**config.mk**
```make
export PLATFORM = sky130hd
export DESIGN_NAME = jtbs_top
export DESIGN_NICKNAME = d
export VERILOG_FILES = /design/src/verilog/jtbs_top.v /design/src/verilog/jtbs_tap_fsm.v /design/src/verilog/jtbs_bsr.v
export VERILOG_INCLUDE_DIRS = /design/src /design/src/include
export SDC_FILE = /design/constraint.sdc
export NUM_CORES = 1
export LEC_CHECK = 0
export BUFFER_PORTS_ARGS = -buffer_cell sky130_fd_sc_hd__buf_2
export CORE_UTILIZATION = 51
export DETAILED_ROUTE_END_ITERATION = 10
export GPL_ROUTABILITY_DRIVEN = 0
export GPL_TIMING_DRIVEN = 1
export PLACE_DENSITY = 0.75
export SLEW_MARGIN = 20
export SYNTH_ARGS = -nofsm -noshare
export SYNTH_HDL_FRONTEND = slang
export SYNTH_SLANG_ARGS = --single-unit
export TNS_END_PERCENT = 1
```
**constraint.sdc**
```tcl
create_clock -name mclk -period 2.95 [get_ports mclk]
set_clock_uncertainty 0.2 [all_clocks]
set_input_delay 0.295 -clock mclk [delete_from_list [all_inputs] [get_ports mclk]]
set_output_delay 0.295 -clock mclk [all_outputs]
set_load 0.1 [all_outputs]
```
**src/include/jtbs_consts.vh**
```
// Constants shared by the test access port and boundary scan block
`ifndef JTBS_CONSTS_VH
`define JTBS_CONSTS_VH

// Instruction register
`define JTBS_IR_W            16
`define JTBS_IR_RESET        16'h0000
`define JTBS_IR_CAPTURE      16'h0001
`define JTBS_OP_EXTEST       16'h0000
`define JTBS_OP_SAMPLE       16'h0002
`define JTBS_OP_IDCODE       16'h0004
`define JTBS_OP_BYPASS       16'hFFFF
`define JTBS_OP_FLASH_CTL    16'h0082
`define JTBS_OP_FLASH_DAT    16'h0083
`define JTBS_OP_FLASH_ADR    16'h0084
`define JTBS_OP_FLASH_SCL    16'h0085

// Identification register; default value is arbitrary, bit 0 set as usual
`define JTBS_ID_W            32
`define JTBS_ID_DEFAULT      32'h0ABC_D001

// Indirect flash access word
`define JTBS_FL_W            20
`define JTBS_FL_OP_HI        19
`define JTBS_FL_OP_LO        18
`define JTBS_FL_DATA_W       18
`define JTBS_FL_OP_READ      2'h2
`define JTBS_FL_OP_WRITE     2'h3

// Boundary chain layout
`define JTBS_BSR_LEN         134
`define JTBS_BSR_RST_SMALL   0
`define JTBS_BSR_RST_LARGE   2
`define JTBS_BSR_XTAL        4
`define JTBS_BSR_PULLUP      5
`define JTBS_BSR_PORT0       6
`define JTBS_PORT_PINS       64

`endif

```
**src/verilog/jtbs_top.v**
```verilog
// Test access port with instruction decode, data registers and boundary pin mapping
`timescale 1ns/100ps
`default_nettype none
`include "jtbs_consts.vh"

module jtbs_top #(
    parameter [`JTBS_ID_W-1:0] ID_VALUE  = `JTBS_ID_DEFAULT,
    parameter                  LARGE_PKG = 1,
    parameter                  PINS      = `JTBS_PORT_PINS
) (
    input  wire                       mclk,
    input  wire                       rstn,
    input  wire                       tck,
    input  wire                       tms,
    input  wire                       tdi,
    output reg                        tdo,
    output reg                        tdo_oe,
    input  wire                       core_rst_en,
    input  wire                       core_rst_level,
    input  wire                       core_pullup_en,
    input  wire [PINS-1:0]            core_port_oe,
    input  wire [PINS-1:0]            core_port_out,
    input  wire                       rst_pin_in,
    input  wire                       xtal_pin_in,
    input  wire [PINS-1:0]            port_pin_in,
    output reg                        rst_pin_oe,
    output reg                        rst_pin_out,
    output reg                        pullup_en_out,
    output reg  [PINS-1:0]            port_pin_oe,
    output reg  [PINS-1:0]            port_pin_out,
    output reg                        core_rst_in,
    output reg                        core_xtal_in,
    output reg  [PINS-1:0]            core_port_in,
    input  wire                       flash_busy,
    input  wire [`JTBS_FL_DATA_W-1:0] flash_read_data,
    output reg                        flash_req,
    output reg  [1:0]                 flash_req_sel,
    output reg  [1:0]                 flash_req_op,
    output reg  [`JTBS_FL_DATA_W-1:0] flash_req_data,
    output reg                        extest_active,
    output reg  [`JTBS_IR_W-1:0]      instruction
);
    // TAP state codes, mirroring the controller
    localparam [3:0] ST_TLR  = 4'h0;
    localparam [3:0] ST_CDR  = 4'h3;
    localparam [3:0] ST_SHDR = 4'h4;
    localparam [3:0] ST_UDR  = 4'h8;
    localparam [3:0] ST_CIR  = 4'hA;
    localparam [3:0] ST_SHIR = 4'hB;
    localparam [3:0] ST_UIR  = 4'hF;

    localparam LEN = `JTBS_BSR_LEN;
    localparam PW  = PINS + 2;

    ////////////////////////////////////////////////////////////////////////////////////////////
    // Pin synchronisers: three stages, a change counts once stages two and three agree

    reg  [2:0]    jt_s1;
    reg  [2:0]    jt_s2;
    reg  [2:0]    jt_s3;
    reg  [2:0]    jt_f;
    wire [2:0]    next_jt_f;
    reg  [PW-1:0] pin_s1;
    reg  [PW-1:0] pin_s2;
    reg  [PW-1:0] pin_s3;
    reg  [PW-1:0] pin_f;
    wire [PW-1:0] next_pin_f;

    // Bitwise majority of agreeing stages, otherwise hold
    assign next_jt_f  = (jt_s2 & jt_s3) | (jt_f & (jt_s2 | jt_s3));
    assign next_pin_f = (pin_s2 & pin_s3) | (pin_f & (pin_s2 | pin_s3));

    always @(posedge mclk or negedge rstn) begin
        if (!rstn) begin
            jt_s1  <= 3'h0;
            jt_s2  <= 3'h0;
            jt_s3  <= 3'h0;
            jt_f   <= 3'h0;
            pin_s1 <= {PW{1'b0}};
            pin_s2 <= {PW{1'b0}};
            pin_s3 <= {PW{1'b0}};
            pin_f  <= {PW{1'b0}};
        end else begin
            jt_s1  <= {tck, tms, tdi};
            jt_s2  <= jt_s1;
            jt_s3  <= jt_s2;
            jt_f   <= next_jt_f;
            pin_s1 <= {rst_pin_in, xtal_pin_in, port_pin_in};
            pin_s2 <= pin_s1;
            pin_s3 <= pin_s2;
            pin_f  <= next_pin_f;
        end
    end

    wire          tck_rise = next_jt_f[2] & ~jt_f[2];
    wire          tck_fall = ~next_jt_f[2] & jt_f[2];
    wire          tms_bit  = next_jt_f[1];
    wire          tdi_bit  = next_jt_f[0];
    wire [PINS-1:0] pin_in_f = pin_f[PINS-1:0];
    wire          xtal_f   = pin_f[PINS];
    wire          rst_f    = pin_f[PINS+1];

    ////////////////////////////////////////////////////////////////////////////////////////////
    // Controller and instruction decode

    wire [3:0] state;

    jtbs_tap_fsm u_fsm (
        .mclk     (mclk),
        .rstn     (rstn),
        .tck_rise (tck_rise),
        .tms_bit  (tms_bit),
        .state    (state)
    );

    wire in_tlr  = (state == ST_TLR);
    wire cap_dr  = tck_rise & (state == ST_CDR);
    wire sh_dr   = tck_rise & (state == ST_SHDR);
    wire upd_dr  = tck_fall & (state == ST_UDR);
    wire cap_ir  = tck_rise & (state == ST_CIR);
    wire sh_ir   = tck_rise & (state == ST_SHIR);
    wire upd_ir  = tck_fall & (state == ST_UIR);

    wire is_extest = (instruction == `JTBS_OP_EXTEST);
    wire is_sample = (instruction == `JTBS_OP_SAMPLE);
    wire is_id     = (instruction == `JTBS_OP_IDCODE);
    wire is_fctl   = (instruction == `JTBS_OP_FLASH_CTL);
    wire is_fdat   = (instruction == `JTBS_OP_FLASH_DAT);
    wire is_fadr   = (instruction == `JTBS_OP_FLASH_ADR);
    wire is_fscl   = (instruction == `JTBS_OP_FLASH_SCL);
    wire is_flash  = is_fctl | is_fdat | is_fadr | is_fscl;
    wire is_bsr    = is_extest | is_sample;
    // Anything else, 0xFFFF included, falls to bypass
    wire is_bypass = ~(is_bsr | is_id | is_flash);

    reg [1:0] flash_sel_code;

    always @* begin
        case (1'b1)
            is_fctl: flash_sel_code = 2'h0;
            is_fdat: flash_sel_code = 2'h1;
            is_fadr: flash_sel_code = 2'h2;
            is_fscl: flash_sel_code = 2'h3;
            default: flash_sel_code = 2'h0;
        endcase
    end

    ////////////////////////////////////////////////////////////////////////////////////////////
    // Instruction register

    reg [`JTBS_IR_W-1:0] ir_sh;

    always @(posedge mclk or negedge rstn) begin
        if (!rstn) begin
            ir_sh       <= `JTBS_IR_RESET;
            instruction <= `JTBS_IR_RESET;
        end else begin
            if (cap_ir) begin
                ir_sh <= `JTBS_IR_CAPTURE;
            end else if (sh_ir) begin
                ir_sh <= {tdi_bit, ir_sh[`JTBS_IR_W-1:1]};
            end
            if (in_tlr) begin
                instruction <= `JTBS_IR_RESET;
            end else if (upd_ir) begin
                instruction <= ir_sh;
            end
        end
    end

    ////////////////////////////////////////////////////////////////////////////////////////////
    // Identification, bypass and flash windows share one shift register

    reg [`JTBS_ID_W-1:0] dr_sh;

    always @(posedge mclk or negedge rstn) begin
        if (!rstn) begin
            dr_sh <= {`JTBS_ID_W{1'b0}};
        end else if (cap_dr) begin
            if (is_id) begin
                dr_sh <= ID_VALUE;
            end else if (is_flash) begin
                // Busy sits at bit 0 so a single shift polls it
                dr_sh <= {12'h000, 1'b0, flash_read_data, flash_busy};
            end else begin
                dr_sh <= {`JTBS_ID_W{1'b0}};
            end
        end else if (sh_dr) begin
            if (is_id) begin
                dr_sh <= {tdi_bit, dr_sh[`JTBS_ID_W-1:1]};
            end else if (is_flash) begin
                // Entry at bit 19 leaves short writes left-justified
                dr_sh <= {12'h000, tdi_bit, dr_sh[`JTBS_FL_W-1:1]};
            end else if (is_bypass) begin
                dr_sh <= {31'h0000_0000, tdi_bit};
            end
        end
    end

    // Poll opcodes carry no update, so only read and write reach the core
    wire [1:0] fl_op = dr_sh[`JTBS_FL_OP_HI:`JTBS_FL_OP_LO];
    wire fl_go = upd_dr & is_flash & fl_op[1];

    always @(posedge mclk or negedge rstn) begin
        if (!rstn) begin
            flash_req      <= 1'b0;
            flash_req_sel  <= 2'h0;
            flash_req_op   <= 2'h0;
            flash_req_data <= {`JTBS_FL_DATA_W{1'b0}};
        end else begin
            flash_req <= fl_go;
            if (fl_go) begin
                flash_req_sel  <= flash_sel_code;
                flash_req_op   <= fl_op;
                flash_req_data <= dr_sh[`JTBS_FL_DATA_W-1:0];
            end
        end
    end

    ////////////////////////////////////////////////////////////////////////////////////////////
    // Boundary chain: capture map and update decode

    wire [LEN-1:0] bsr_cap;
    wire [LEN-1:0] bsr_upd;
    wire [PINS-1:0] ext_oe;
    wire [PINS-1:0] ext_out;
    wire           bsr_tdo;

    // Both reset pairs capture; only the fitted package's pair drives
    assign bsr_cap[`JTBS_BSR_RST_SMALL]   = core_rst_en;
    assign bsr_cap[`JTBS_BSR_RST_SMALL+1] = rst_f;
    assign bsr_cap[`JTBS_BSR_RST_LARGE]   = core_rst_en;
    assign bsr_cap[`JTBS_BSR_RST_LARGE+1] = rst_f;
    assign bsr_cap[`JTBS_BSR_XTAL]        = xtal_f;
    assign bsr_cap[`JTBS_BSR_PULLUP]      = core_pullup_en;

    genvar g;
    generate
        for (g = 0; g < PINS; g = g + 1) begin : g_port
            assign bsr_cap[`JTBS_BSR_PORT0+2*g]   = core_port_oe[g];
            assign bsr_cap[`JTBS_BSR_PORT0+2*g+1] = pin_in_f[g];
            assign ext_oe[g]                      = bsr_upd[`JTBS_BSR_PORT0+2*g];
            assign ext_out[g]                     = bsr_upd[`JTBS_BSR_PORT0+2*g+1];
        end
    endgenerate

    jtbs_bsr #(
        .LEN (LEN)
    ) u_bsr (
        .mclk    (mclk),
        .rstn    (rstn),
        .capture (cap_dr & is_bsr),
        .shift   (sh_dr & is_bsr),
        .update  (upd_dr & is_bsr),
        .tdi_bit (tdi_bit),
        .cap_vec (bsr_cap),
        .tdo_bit (bsr_tdo),
        .upd_vec (bsr_upd)
    );

    localparam RST_BIT = LARGE_PKG ? `JTBS_BSR_RST_LARGE : `JTBS_BSR_RST_SMALL;

    ////////////////////////////////////////////////////////////////////////////////////////////
    // Pin and core-side drivers, registered; latches reach pins only in the drive test

    always @(posedge mclk or negedge rstn) begin
        if (!rstn) begin
            extest_active <= 1'b0;
            rst_pin_oe    <= 1'b0;
            rst_pin_out   <= 1'b0;
            pullup_en_out <= 1'b0;
            port_pin_oe   <= {PINS{1'b0}};
            port_pin_out  <= {PINS{1'b0}};
            core_rst_in   <= 1'b1;
            core_xtal_in  <= 1'b1;
            core_port_in  <= {PINS{1'b1}};
        end else begin
            extest_active <= is_extest;
            if (is_extest) begin
                rst_pin_oe    <= bsr_upd[RST_BIT];
                rst_pin_out   <= bsr_upd[RST_BIT+1];
                pullup_en_out <= bsr_upd[`JTBS_BSR_PULLUP];
                port_pin_oe   <= ext_oe;
                port_pin_out  <= ext_out;
                core_rst_in   <= 1'b1;
                core_xtal_in  <= 1'b1;
                core_port_in  <= {PINS{1'b1}};
            end else begin
                rst_pin_oe    <= core_rst_en;
                rst_pin_out   <= core_rst_level;
                pullup_en_out <= core_pullup_en;
                port_pin_oe   <= core_port_oe;
                port_pin_out  <= core_port_out;
                core_rst_in   <= rst_f;
                core_xtal_in  <= xtal_f;
                core_port_in  <= pin_in_f;
            end
        end
    end

    ////////////////////////////////////////////////////////////////////////////////////////////
    // Serial output, launched on the falling test clock edge

    reg serial_bit;

    always @* begin
        if (state == ST_SHIR) begin
            serial_bit = ir_sh[0];
        end else if (is_bsr) begin
            serial_bit = bsr_tdo;
        end else begin
            serial_bit = dr_sh[0];
        end
    end

    always @(posedge mclk or negedge rstn) begin
        if (!rstn) begin
            tdo    <= 1'b0;
            tdo_oe <= 1'b0;
        end else if (tck_fall) begin
            tdo    <= serial_bit;
            tdo_oe <= (state == ST_SHIR) | (state == ST_SHDR);
        end
    end
endmodule // jtbs_top

`default_nettype wire

```
**src/verilog/jtbs_tap_fsm.v**
```verilog
// Test access port controller state machine, stepped on sampled test clock rises
`timescale 1ns/100ps
`default_nettype none

module jtbs_tap_fsm (
    input  wire       mclk,
    input  wire       rstn,
    input  wire       tck_rise,
    input  wire       tms_bit,
    output reg  [3:0] state
);
    localparam [3:0] ST_TLR  = 4'h0;
    localparam [3:0] ST_RTI  = 4'h1;
    localparam [3:0] ST_SDR  = 4'h2;
    localparam [3:0] ST_CDR  = 4'h3;
    localparam [3:0] ST_SHDR = 4'h4;
    localparam [3:0] ST_E1DR = 4'h5;
    localparam [3:0] ST_PDR  = 4'h6;
    localparam [3:0] ST_E2DR = 4'h7;
    localparam [3:0] ST_UDR  = 4'h8;
    localparam [3:0] ST_SIR  = 4'h9;
    localparam [3:0] ST_CIR  = 4'hA;
    localparam [3:0] ST_SHIR = 4'hB;
    localparam [3:0] ST_E1IR = 4'hC;
    localparam [3:0] ST_PIR  = 4'hD;
    localparam [3:0] ST_E2IR = 4'hE;
    localparam [3:0] ST_UIR  = 4'hF;

    reg [3:0] next_state;

    always @* begin
        case (state)
            ST_TLR:  next_state = tms_bit ? ST_TLR  : ST_RTI;
            ST_RTI:  next_state = tms_bit ? ST_SDR  : ST_RTI;
            ST_SDR:  next_state = tms_bit ? ST_SIR  : ST_CDR;
            ST_CDR:  next_state = tms_bit ? ST_E1DR : ST_SHDR;
            ST_SHDR: next_state = tms_bit ? ST_E1DR : ST_SHDR;
            ST_E1DR: next_state = tms_bit ? ST_UDR  : ST_PDR;
            ST_PDR:  next_state = tms_bit ? ST_E2DR : ST_PDR;
            ST_E2DR: next_state = tms_bit ? ST_UDR  : ST_SHDR;
            ST_UDR:  next_state = tms_bit ? ST_SDR  : ST_RTI;
            ST_SIR:  next_state = tms_bit ? ST_TLR  : ST_CIR;
            ST_CIR:  next_state = tms_bit ? ST_E1IR : ST_SHIR;
            ST_SHIR: next_state = tms_bit ? ST_E1IR : ST_SHIR;
            ST_E1IR: next_state = tms_bit ? ST_UIR  : ST_PIR;
            ST_PIR:  next_state = tms_bit ? ST_E2IR : ST_PIR;
            ST_E2IR: next_state = tms_bit ? ST_UIR  : ST_SHIR;
            ST_UIR:  next_state = tms_bit ? ST_SDR  : ST_RTI;
            default: next_state = ST_TLR;
        endcase
    end

    always @(posedge mclk or negedge rstn) begin
        if (!rstn) begin
            state <= ST_TLR;
        end else if (tck_rise) begin
            state <= next_state;
        end
    end
endmodule // jtbs_tap_fsm

`default_nettype wire

```
**src/verilog/jtbs_bsr.v**
```verilog
// Boundary shift chain with its update latches
`timescale 1ns/100ps
`default_nettype none
`include "jtbs_consts.vh"

module jtbs_bsr #(
    parameter LEN = `JTBS_BSR_LEN
) (
    input  wire           mclk,
    input  wire           rstn,
    input  wire           capture,
    input  wire           shift,
    input  wire           update,
    input  wire           tdi_bit,
    input  wire [LEN-1:0] cap_vec,
    output wire           tdo_bit,
    output reg  [LEN-1:0] upd_vec
);
    reg [LEN-1:0] chain;

    always @(posedge mclk or negedge rstn) begin
        if (!rstn) begin
            chain   <= {LEN{1'b0}};
            upd_vec <= {LEN{1'b0}};
        end else begin
            if (capture) begin
                chain <= cap_vec;
            end else if (shift) begin
                chain <= {tdi_bit, chain[LEN-1:1]};
            end
            // Latches hold still while shifting so pins do not ripple
            if (update) begin
                upd_vec <= chain;
            end
        end
    end

    assign tdo_bit = chain[0];
endmodule // jtbs_bsr

`default_nettype wire

```
### Yosys cells after proc, flatten, opt, wreduce, memory -nomap -nowiden

Index checks and enable logic that the tools add are counted.

| cells by class | value |
|---|---|
| $add $sub $neg | 0 |
| $mul | 0 |
| divide/modulo/power cells | 0 |
| $lt $le $gt $ge | 0 |
| equality and inequality tests | 22 |
| shifts and indexed selects | 0 |
| mux-type cells | 40 |
| bitwise logic cells | 30 |
| reduce and logical (&&, ||, !) cells | 10 |

Operators with widths:

| operator | number |
|---|---|
| $mux 134 | 2 |
| $mux 64 | 3 |
| $mux 32 | 5 |
| $and 66x66->66 | 2 |
| $or 66x66->66 | 2 |
| $eq 16x8->1 const B | 4 |
| $mux 16 | 4 |
| $pmux 4 s12 | 1 |
| $eq 4x4->1 const B | 8 |
| $mux 28 | 1 |
| $mux 19 | 1 |
| $eq 16x2->1 const B | 1 |
| $eq 16x3->1 const B | 1 |
| $eq 4x3->1 const B | 4 |
| $logic_not 16->1 | 1 |
| $mux 4 | 4 |
| $mux 2 | 7 |
| $and 1x1->1 | 13 |
| $mux 1 | 10 |
| $eq 4x2->1 const B | 2 |
| $reduce_bool 2->1 | 4 |
| $or 1x1->1 | 7 |
| $and 3x3->3 | 2 |
| $mux 3 | 2 |
| 8 further kinds | 11 |

| word-level totals | value |
|---|---|
| register bits | 835 |
| latch bits | 0 |
| memory bits (writable) | 0 |
| ROM bits | 0 |
| input bits | 221 |
| output and inout bits | 239 |
| logic and storage cells | 131 |
| memories | 0 |

### Longest topological paths before layout

Gate-level depths: netlist of run 1.

| depth | value |
|---|---|
| depth in word-level cells | 10 |
| gate-level depth with buffers | 8 |
| gate-level depth less buffers | 5 |

### Modules after synthesis

A second synthesis of run 1 with hierarchy kept.

| unflattened totals | value |
|---|---|
| cells, all modules | 2007 |
| area total of the unflattened synthesis | 30043.8 um2 |

Modules (own cells, without submodules):

| module | times used | cells each | area each (um2) | seq. area each (um2) |
|---|---|---|---|---|
| jtbs_top | 1 | 1096 | 18497.7 | 14171.1 |
| jtbs_bsr | 1 | 864 | 11145.7 | 6706.4 |
| jtbs_tap_fsm | 1 | 47 | 400.4 | 100.1 |

### Least setup slack after synthesis of run 1

Ideal clock, no wire load.

| path | value |
|---|---|
| path kind | reg2reg |
| from | register instruction[13] |
| to | register u_bsr.upd_vec[100] |
| library setup time | 0.127 ns |
| data arrival time | 3.403 ns |
| data required time | 2.623 ns |
| path slack | -0.780 ns |
| stages on the path, launching flop included | 9 |
| path buffers | 3 |
| period minus slack after synthesis | 3.730 ns |
| cells stage by stage | dfrtp_1 -> or4_1 -> or4b_1 -> or2_1 -> clkbuf_1 -> nor4_4 -> buf_4 -> buf_6 -> mux2_1 |

| between the ends | value |
|---|---|
| longest elaborated chain between the ends | 3 |
| elaborated cells on any way between the ends | 4 |
| classes of those cells | eq/ne: 1; bitwise: 2; reduce/logical: 1 |

Ends and longest elaborated chain:

| what | RTL line | text |
|---|---|---|
| start: declaration | jtbs_top.v:41 | `` output reg [`JTBS_IR_W-1:0] instruction `` |
| start signal: assignment | jtbs_top.v:156 | `` instruction <= `JTBS_IR_RESET; `` |
| start signal: assignment | jtbs_top.v:164 | `` instruction <= `JTBS_IR_RESET; `` |
| start signal: assignment | jtbs_top.v:166 | `instruction <= ir_sh;` |
| $eq 16x2->1 (no source line) or $logic_not 16->1 (tied branches) | -- |  |
| $or 1x1->1 * | jtbs_top.v:132 | `wire is_bsr = is_extest \| is_sample;` |
| $and 1x1->1 * | jtbs_top.v:254 | `.update (upd_dr & is_bsr),` |
| end signal: assignment | jtbs_bsr.v:24 | `upd_vec <= {LEN{1'b0}};` |
| end signal: assignment | jtbs_bsr.v:33 | `upd_vec <= chain;` |
| end: declaration | jtbs_bsr.v:17 | `output reg [LEN-1:0] upd_vec` |

Mark *: on every way between the ends. The rest lies on a longest branch, timed or not.
A chain may end at the register's enable or synchronous reset.

### Final worst setup path of run 1

| path | value |
|---|---|
| from | register instruction[3] |
| to | register u_bsr.upd_vec[61] |

The elaborated chain is that of the path after synthesis.

==> results of run 1 <==
==> flip-flops by register name (all words and copies together) (netlist names), 64 cells and up <==
register	cells
u_bsr.upd_vec	131
port_pin_out	64
port_pin_oe	64
pin_f	66
pin_s2	66
pin_s3	66
core_port_in	64
u_bsr.chain	134
pin_s1	66
==> cells in the mapped netlist, drive strengths merged (6+ instances only) <==
master	n	area share [%]
a21oi	12	0.20
a22o	16	0.47
a22oi	14	0.36
a31oi	139	2.9
buf	36	0.81
clkbuf	85	1.1
dfrtp	766	65
dfstp	66	5.9
inv	17	0.22
maj3	68	2.3
mux2	283	11
nand2	326	4.1
nand2b	6	0.13
nand3	12	0.20
nor2	145	1.9
o21ai	63	1.1
or2	70	1.5
==> critical path, delay by kind of cell, from the launching register on <==
kind          cells  cell delay (ns)
buf+inv           3             0.59
mux               1             0.31
flops             1             0.47
simple gates      4             1.55
==> final cells by class <==
cell class,instances,share of cell area [%]
tap,756,2.37
timing repair buffer,800,15.7
antenna,5,0.0313
clock inverter,38,1.65
clock buffer,118,5.93
sequential,832,52.4
multi-input combinational,1195,21.7
inverter,17,0.160
==> through the flow <==
step	utilization [%]	setup TNS, ns	cell area (µm²)	setup slack (ns)	power [µW]
floorplan	-	-134.41	29600	-0.355	18400
global placement	59.2	-76.28	33600	-0.404	20000
detailed placement	59.2	-82.06	33600	-0.417	20200
CTS	69.0	-82.49	39200	-0.385	32200
global route	70.2	-95.71	39900	-0.378	33600
finish	70.2	-70.21	39900	-0.318	32400
==> cell families after synthesis <==
logic type	count (synthesis)
buf+inv	138
flops	832
simple gates	585
xor+xnor	1
mux	284
fa+ha+maj	68
compound gates	257
==> worst max-delay path by stage <==
| stage | start | end | slack, ns |
|---|---|---|---|
| 2_1_floorplan | instruction[6] | u_bsr.upd_vec[100] | -0.36 |
| 3_3_place_gp | instruction[6] | u_bsr.upd_vec[6] | -0.40 |
| 3_5_place_dp | instruction[6] | u_bsr.upd_vec[2] | -0.42 |
| 4_1_cts | instruction[6] | u_bsr.upd_vec[56] | -0.39 |
| 5_1_grt | instruction[3] | u_bsr.upd_vec[61] | -0.38 |
| 6_report | instruction[3] | u_bsr.upd_vec[61] | -0.32 |
==> per-layer routing <==
metal	share of wire, %	wire length, µm
met1	40	31300
met2	51	40300
met3	5.8	4570
met4	2.9	2270
met5	0.056	44
==> report_power, final <==
part	leakage [µW]	switching [µW]	total, µW	internal (µW)
combinational	0.00753	4230	6340	2110
sequential	0.0102	1360	14500	13200
clock	0.00148	4570	11600	6980
==> repair_timing <==
item                                    CTS  global route
gates resized for setup                  71           120
cloned                                    2            10
buffers inserted                          2             1
endpoints found under the setup margin  400           461
pin swaps                                 3             2
endpoints found under the hold margin   628             0
hold buffers                            220             0
==> flow_summary.ini, run 1 <==
[finish]
layout-drive-gt1-share_pct = 38.6
most_common_library_cell_in_the_layout_ignoring_fill_and_taps = dfrtp_1
final_net_count = 3150
area_delta_synth_final_pct = 35.2
fin_cells = 3761
sequential_cell_area_um2 = 20900
multi_input_comb_area_um2 = 8650
commonest_cells_after_routing_fill_and_taps_aside = dfrtp_1 (754), buf_2 (458), nand2_1 (326)
num-fill-cells = 3625

[yosys]
syn-instance-count = 2165
synth_top_flop_cell = dfrtp_1
post_synth_num_cell_types = 47
dominant_combinational_cell_family_by_area_after_synthesis = multiplexers
mapped_area_um2 = 29500
syn-num-nets = 2386
ys_seq_area_share_pct = 70.8
muxShareOfSynthArea_pct = 10.8
synth-compound-area-share_pct = 5.41
yosys.area_share.adder_pct = 2.31
post_synth.cell_area_avg_um2 = 13.6
synthesis.yosys.warnings = 0
synth_async_sr_flop_share_pct = 100
xor_xnor_cell_area_share_of_the_yosys_netlist_pct = 0.0297
synth_simple_gate_area_share_pct = 8.50
synth_edf_count = 0
yosys_register_bits = 832

[clocking]
ctsHtreeMaxLevel = 3
cts.path.max_buffers = 3
clk_pin_slew_worst_paths_ns = 0.06
cts.root.buffer_cell = clkbuf_16
cts_tree = done
cts_made_buffers = 83
clkLatencyLatePin_ns = 0.63
clock_sink_count = 832

[global_routing]
met2_track_demand_over_resource_pct = 44.9
grt_max_degree = 78
grt_util_met1_pct = 33.3
wire_length_of_the_first_global_routing_pass_um = 121000
grt_pass1_vias = 21800
overflow = 0
number_of_antenna_violations_at_the_first_check_in_global_routing = 7
global_route_met3_usage_pct = 5.17
groute.usage.overall_pct = 26.2
grt-busiest-layer = met2

[worst_setup_path]
crit_path_cell_trace = or4_4 > or4b_4 > or2_4 > nor4_4 > buf_6 > buf_12 > clkbuf_16 > mux2_4
reg2reg_from = instruction[3]
critPathKind = flop to flop
cpMaxStageDelayCell = or4b_4
timing.critical_path.required_ns = 3.25
worst_r2r_endpoint = u_bsr.upd_vec[61]
r2r_slack_ns = -0.32
peak_per_stage_delay_on_the_critical_path_ns = 0.56
timing.reg2reg.worst_path_depth = 8
path_max_fanout = 9
timing.critical_path.to_type = flop
worstPathArrival_ns = 3.57
critPathLaunchType = flop

[detailed_routing]
postRouteWirelength_um = 78500
detail_route.wl_per_cell_um = 20.9
drt_iter0_drc = 1409
drt_pre_antenna_iters = 6
postRouteAntennaNets = 0
routed_via_density = 5.41
route.detailed.drc = 0
detailroute.via_count = 20300

[status]
violations = negative setup slack
outcome = finished, violations left

[timing]
final_period_minus_worst_setup_slack_ns = 3.27
timing_worst_slew_pin_value_ns = 0.703
holdWs_ns = 0.0550
finalSetupViolCount = 374
grt_setup_unrepaired = true
maxSlewHeadroom_pct = 53.1
report.final.slew_viol_count = 0
final.period_utilization_pct = 111
max_clock_freq_mhz = 306
setup_ws_final_ns = -0.318
hold_viol_final = 0

[floorplan]
floorplan.initialDensity_pct = 51.9
fp.dieArea_um2 = 58800
num_rows = 87
core_area_um2 = 56800
die_span_x_um = 243
io-pin-count = 460
die_h_um = 243

[power_and_ir_drop]
leakage_uw = 0.0192
power.ir.vdd_worst_v = 0.000582
p_per_cell_area_nw_per_um2 = 812

[min_path]
hold_path.class = primary input to async pin

[placement]
port_buffers = 459
dp.cells = 3365
post-dp-hpwl_um = 46000

[flow_run]
drv.max_cap_violation_count = 0
Note: power is estimated with default switching activity, not from simulation.
==> run 2, diff against run 1 <==
Settings changed: CELL_PAD_IN_SITES_DETAIL_PLACEMENT from default to 0, CELL_PAD_IN_SITES_GLOBAL_PLACEMENT from default to 2, CORE_UTILIZATION 51 to 36, PLACE_DENSITY 0.75 to 0.74, SYNTH_HIERARCHICAL from default to 1.
==> flow_summary.ini, run 2 <==
[yosys]
mapped_area_um2 = 29900
post_synth.cell_area_avg_um2 = 15.0
syn-num-nets = 2222
synthesis.yosys.warnings = 6
syn-instance-count = 2001

[timing]
final_period_minus_worst_setup_slack_ns = 2.66
maxSlewHeadroom_pct = 52.2
final.period_utilization_pct = 90.2
report.final.slew_viol_count = 0
setup-tns-final_ns = 0
finalSetupViolCount = 0
grt_setup_unrepaired = false
max_clock_freq_mhz = 376
hold_viol_final = 0
timing_worst_slew_pin_value_ns = 0.717

[clocking]
clkLatencyLatePin_ns = 0.62
post_cts.resized_instances = 0
cts.root.buffer_cell = clkbuf_16
cts_made_buffers = 91
clk_pin_slew_worst_paths_ns = 0.06
cts.path.max_buffers = 3
cts_tree = done
clock_sink_count = 832
ctsHtreeMaxLevel = 3

[worst_setup_path]
timing.critical_path.to_type = flop
worst_r2r_endpoint = u_bsr/upd_vec[55]
crit_path_cell_trace = nor4_4 > nand4_4 > nor2_4 > buf_12 > mux2_2
critPathKind = flop to flop
peak_per_stage_delay_on_the_critical_path_ns = 0.47
path_max_fanout = 74
timing.critical_path.required_ns = 3.25
cpMaxStageDelayCell = nor4_4
r2r_slack_ns = 0.29
cp.buffers_inverters = 1
critPathLaunchType = flop
worstPathArrival_ns = 2.96
timing.critical_path.max_delay_family = simple AND/OR/NAND/NOR gates
timing.reg2reg.worst_path_depth = 5
reg2reg_from = instruction[12]

[power_and_ir_drop]
leakage_uw = 0.0180
power.ir.vdd_worst_v = 0.000459
totalPowerFinal_uw = 31900
p_per_cell_area_nw_per_um2 = 817

[floorplan]
floorplan.initialDensity_pct = 36.4
core_area_um2 = 82200
die_h_um = 290
die_span_x_um = 290
fp.dieArea_um2 = 84300
num_rows = 105
io-pin-count = 460

[global_routing]
grt_pass1_vias = 19700
overflow = 0
groute.usage.overall_pct = 17.2
number_of_antenna_violations_at_the_first_check_in_global_routing = 6
wire_length_of_the_first_global_routing_pass_um = 114000
grt_max_degree = 122

[finish]
registers.top_by_ff_count = u_bsr/chain
commonest_cells_after_routing_fill_and_taps_aside = dfrtp_1 (766), buf_2 (458), mux2_2 (283)
area_delta_synth_final_pct = 30.3
largest_register_ffs = 134
final_net_count = 2961
most_common_library_cell_in_the_layout_ignoring_fill_and_taps = dfrtp_1
largest_registers = u_bsr/chain (134), u_bsr/upd_vec (131)
layout-drive-gt1-share_pct = 39.3

[detailed_routing]
postRouteAntennaNets = 0
drt_pre_antenna_iters = 4
route.detailed.drc = 0
detail_route.wl_per_cell_um = 18.4
postRouteWirelength_um = 71400
detailroute.via_count = 18200
routed_via_density = 4.68
drt_iter0_drc = 806

[min_path]
hold_path_end = pin_s1[56]
instance_count_along_the_most_critical_hold_path = 2
worstHoldStart = port_pin_in[56]
hold_path.class = primary input to flop

[placement]
port_buffers = 459
post-dp-hpwl_um = 47300

[status]
outcome = completed

[flow_run]
drv.max_cap_violation_count = 0
==> run 2: worst reg2reg max path, stage by stage, from the launching register on <==
cell and delay, ns:
dfrtp_1 0.43, nor4_4 0.47, nand4_4 0.30, nor2_4 0.25, buf_12 0.33, mux2_2 0.56
==> run 2: worst max path at each step <==
stage | depth (start not counted) | slack [ns] | end | from
5_1_grt | 7 | 0.11 | u_bsr/chain[76] | instruction[12]
3_5_place_dp | 6 | 0.30 | dr_sh[13] | instruction[12]
3_3_place_gp | 7 | 0.35 | u_bsr/chain[60] | u_fsm/state[3]
2_1_floorplan | 7 | 0.24 | u_bsr/upd_vec[100] | instruction[12]
6_report | 5 | 0.29 | u_bsr/upd_vec[55] | instruction[12]
4_1_cts | 6 | 0.29 | port_pin_out[15] | instruction[12]
==> run 2: layer usage <==
metal	track usage [%]	wire (µm)
met1	23.1	32100
met2	27.8	34000
met3	3.31	3140
met4	5.94	2120
met5	0	27
==> run 2: timing repair <==
action	in CTS	in global routing
buffers inserted	0	0
hold buffers	221	0
endpoints found under the setup margin	0	0
endpoints found under the hold margin	935	0
==> run 2: power by group <==
group	total [µW]	internal, µW	switching (µW)
Clock	11100	6590	4490
Sequential	14800	13400	1390
Combinational	6050	1950	4090
Total	31900	21900	9970
==> run 2: layout make-up <==
cell class / count / area, µm²
Sequential cell: 832 / 20900
Multi-Input combinational cell: 1057 / 8360
Clock buffer: 146 / 2690
Fill cell: 7238 / 43200
Antenna cell: 3 / 7.51
Clock inverter: 21 / 262
Tap cell: 1070 / 1340
Inverter: 7 / 26.3
Timing Repair Buffer: 751 / 5440
==> run 2: metrics by stage <==
stage | setup slack, ns | cell area (µm²) | hold WS [ns] | std cells | utilization, %
after global placement | 0.348 | 33800 | 0.0560 | 3496 | 41.2
after detailed placement | 0.299 | 33800 | 0.0540 | 3496 | 41.2
after global routing | 0.109 | 39000 | 0.0804 | 3887 | 47.4
final | 0.289 | 39000 | 0.110 | 3887 | 47.4
after floorplan | 0.240 | 29900 | -0.201 | 2001 | -
after CTS | 0.290 | 39000 | 0.0601 | 3884 | 47.4
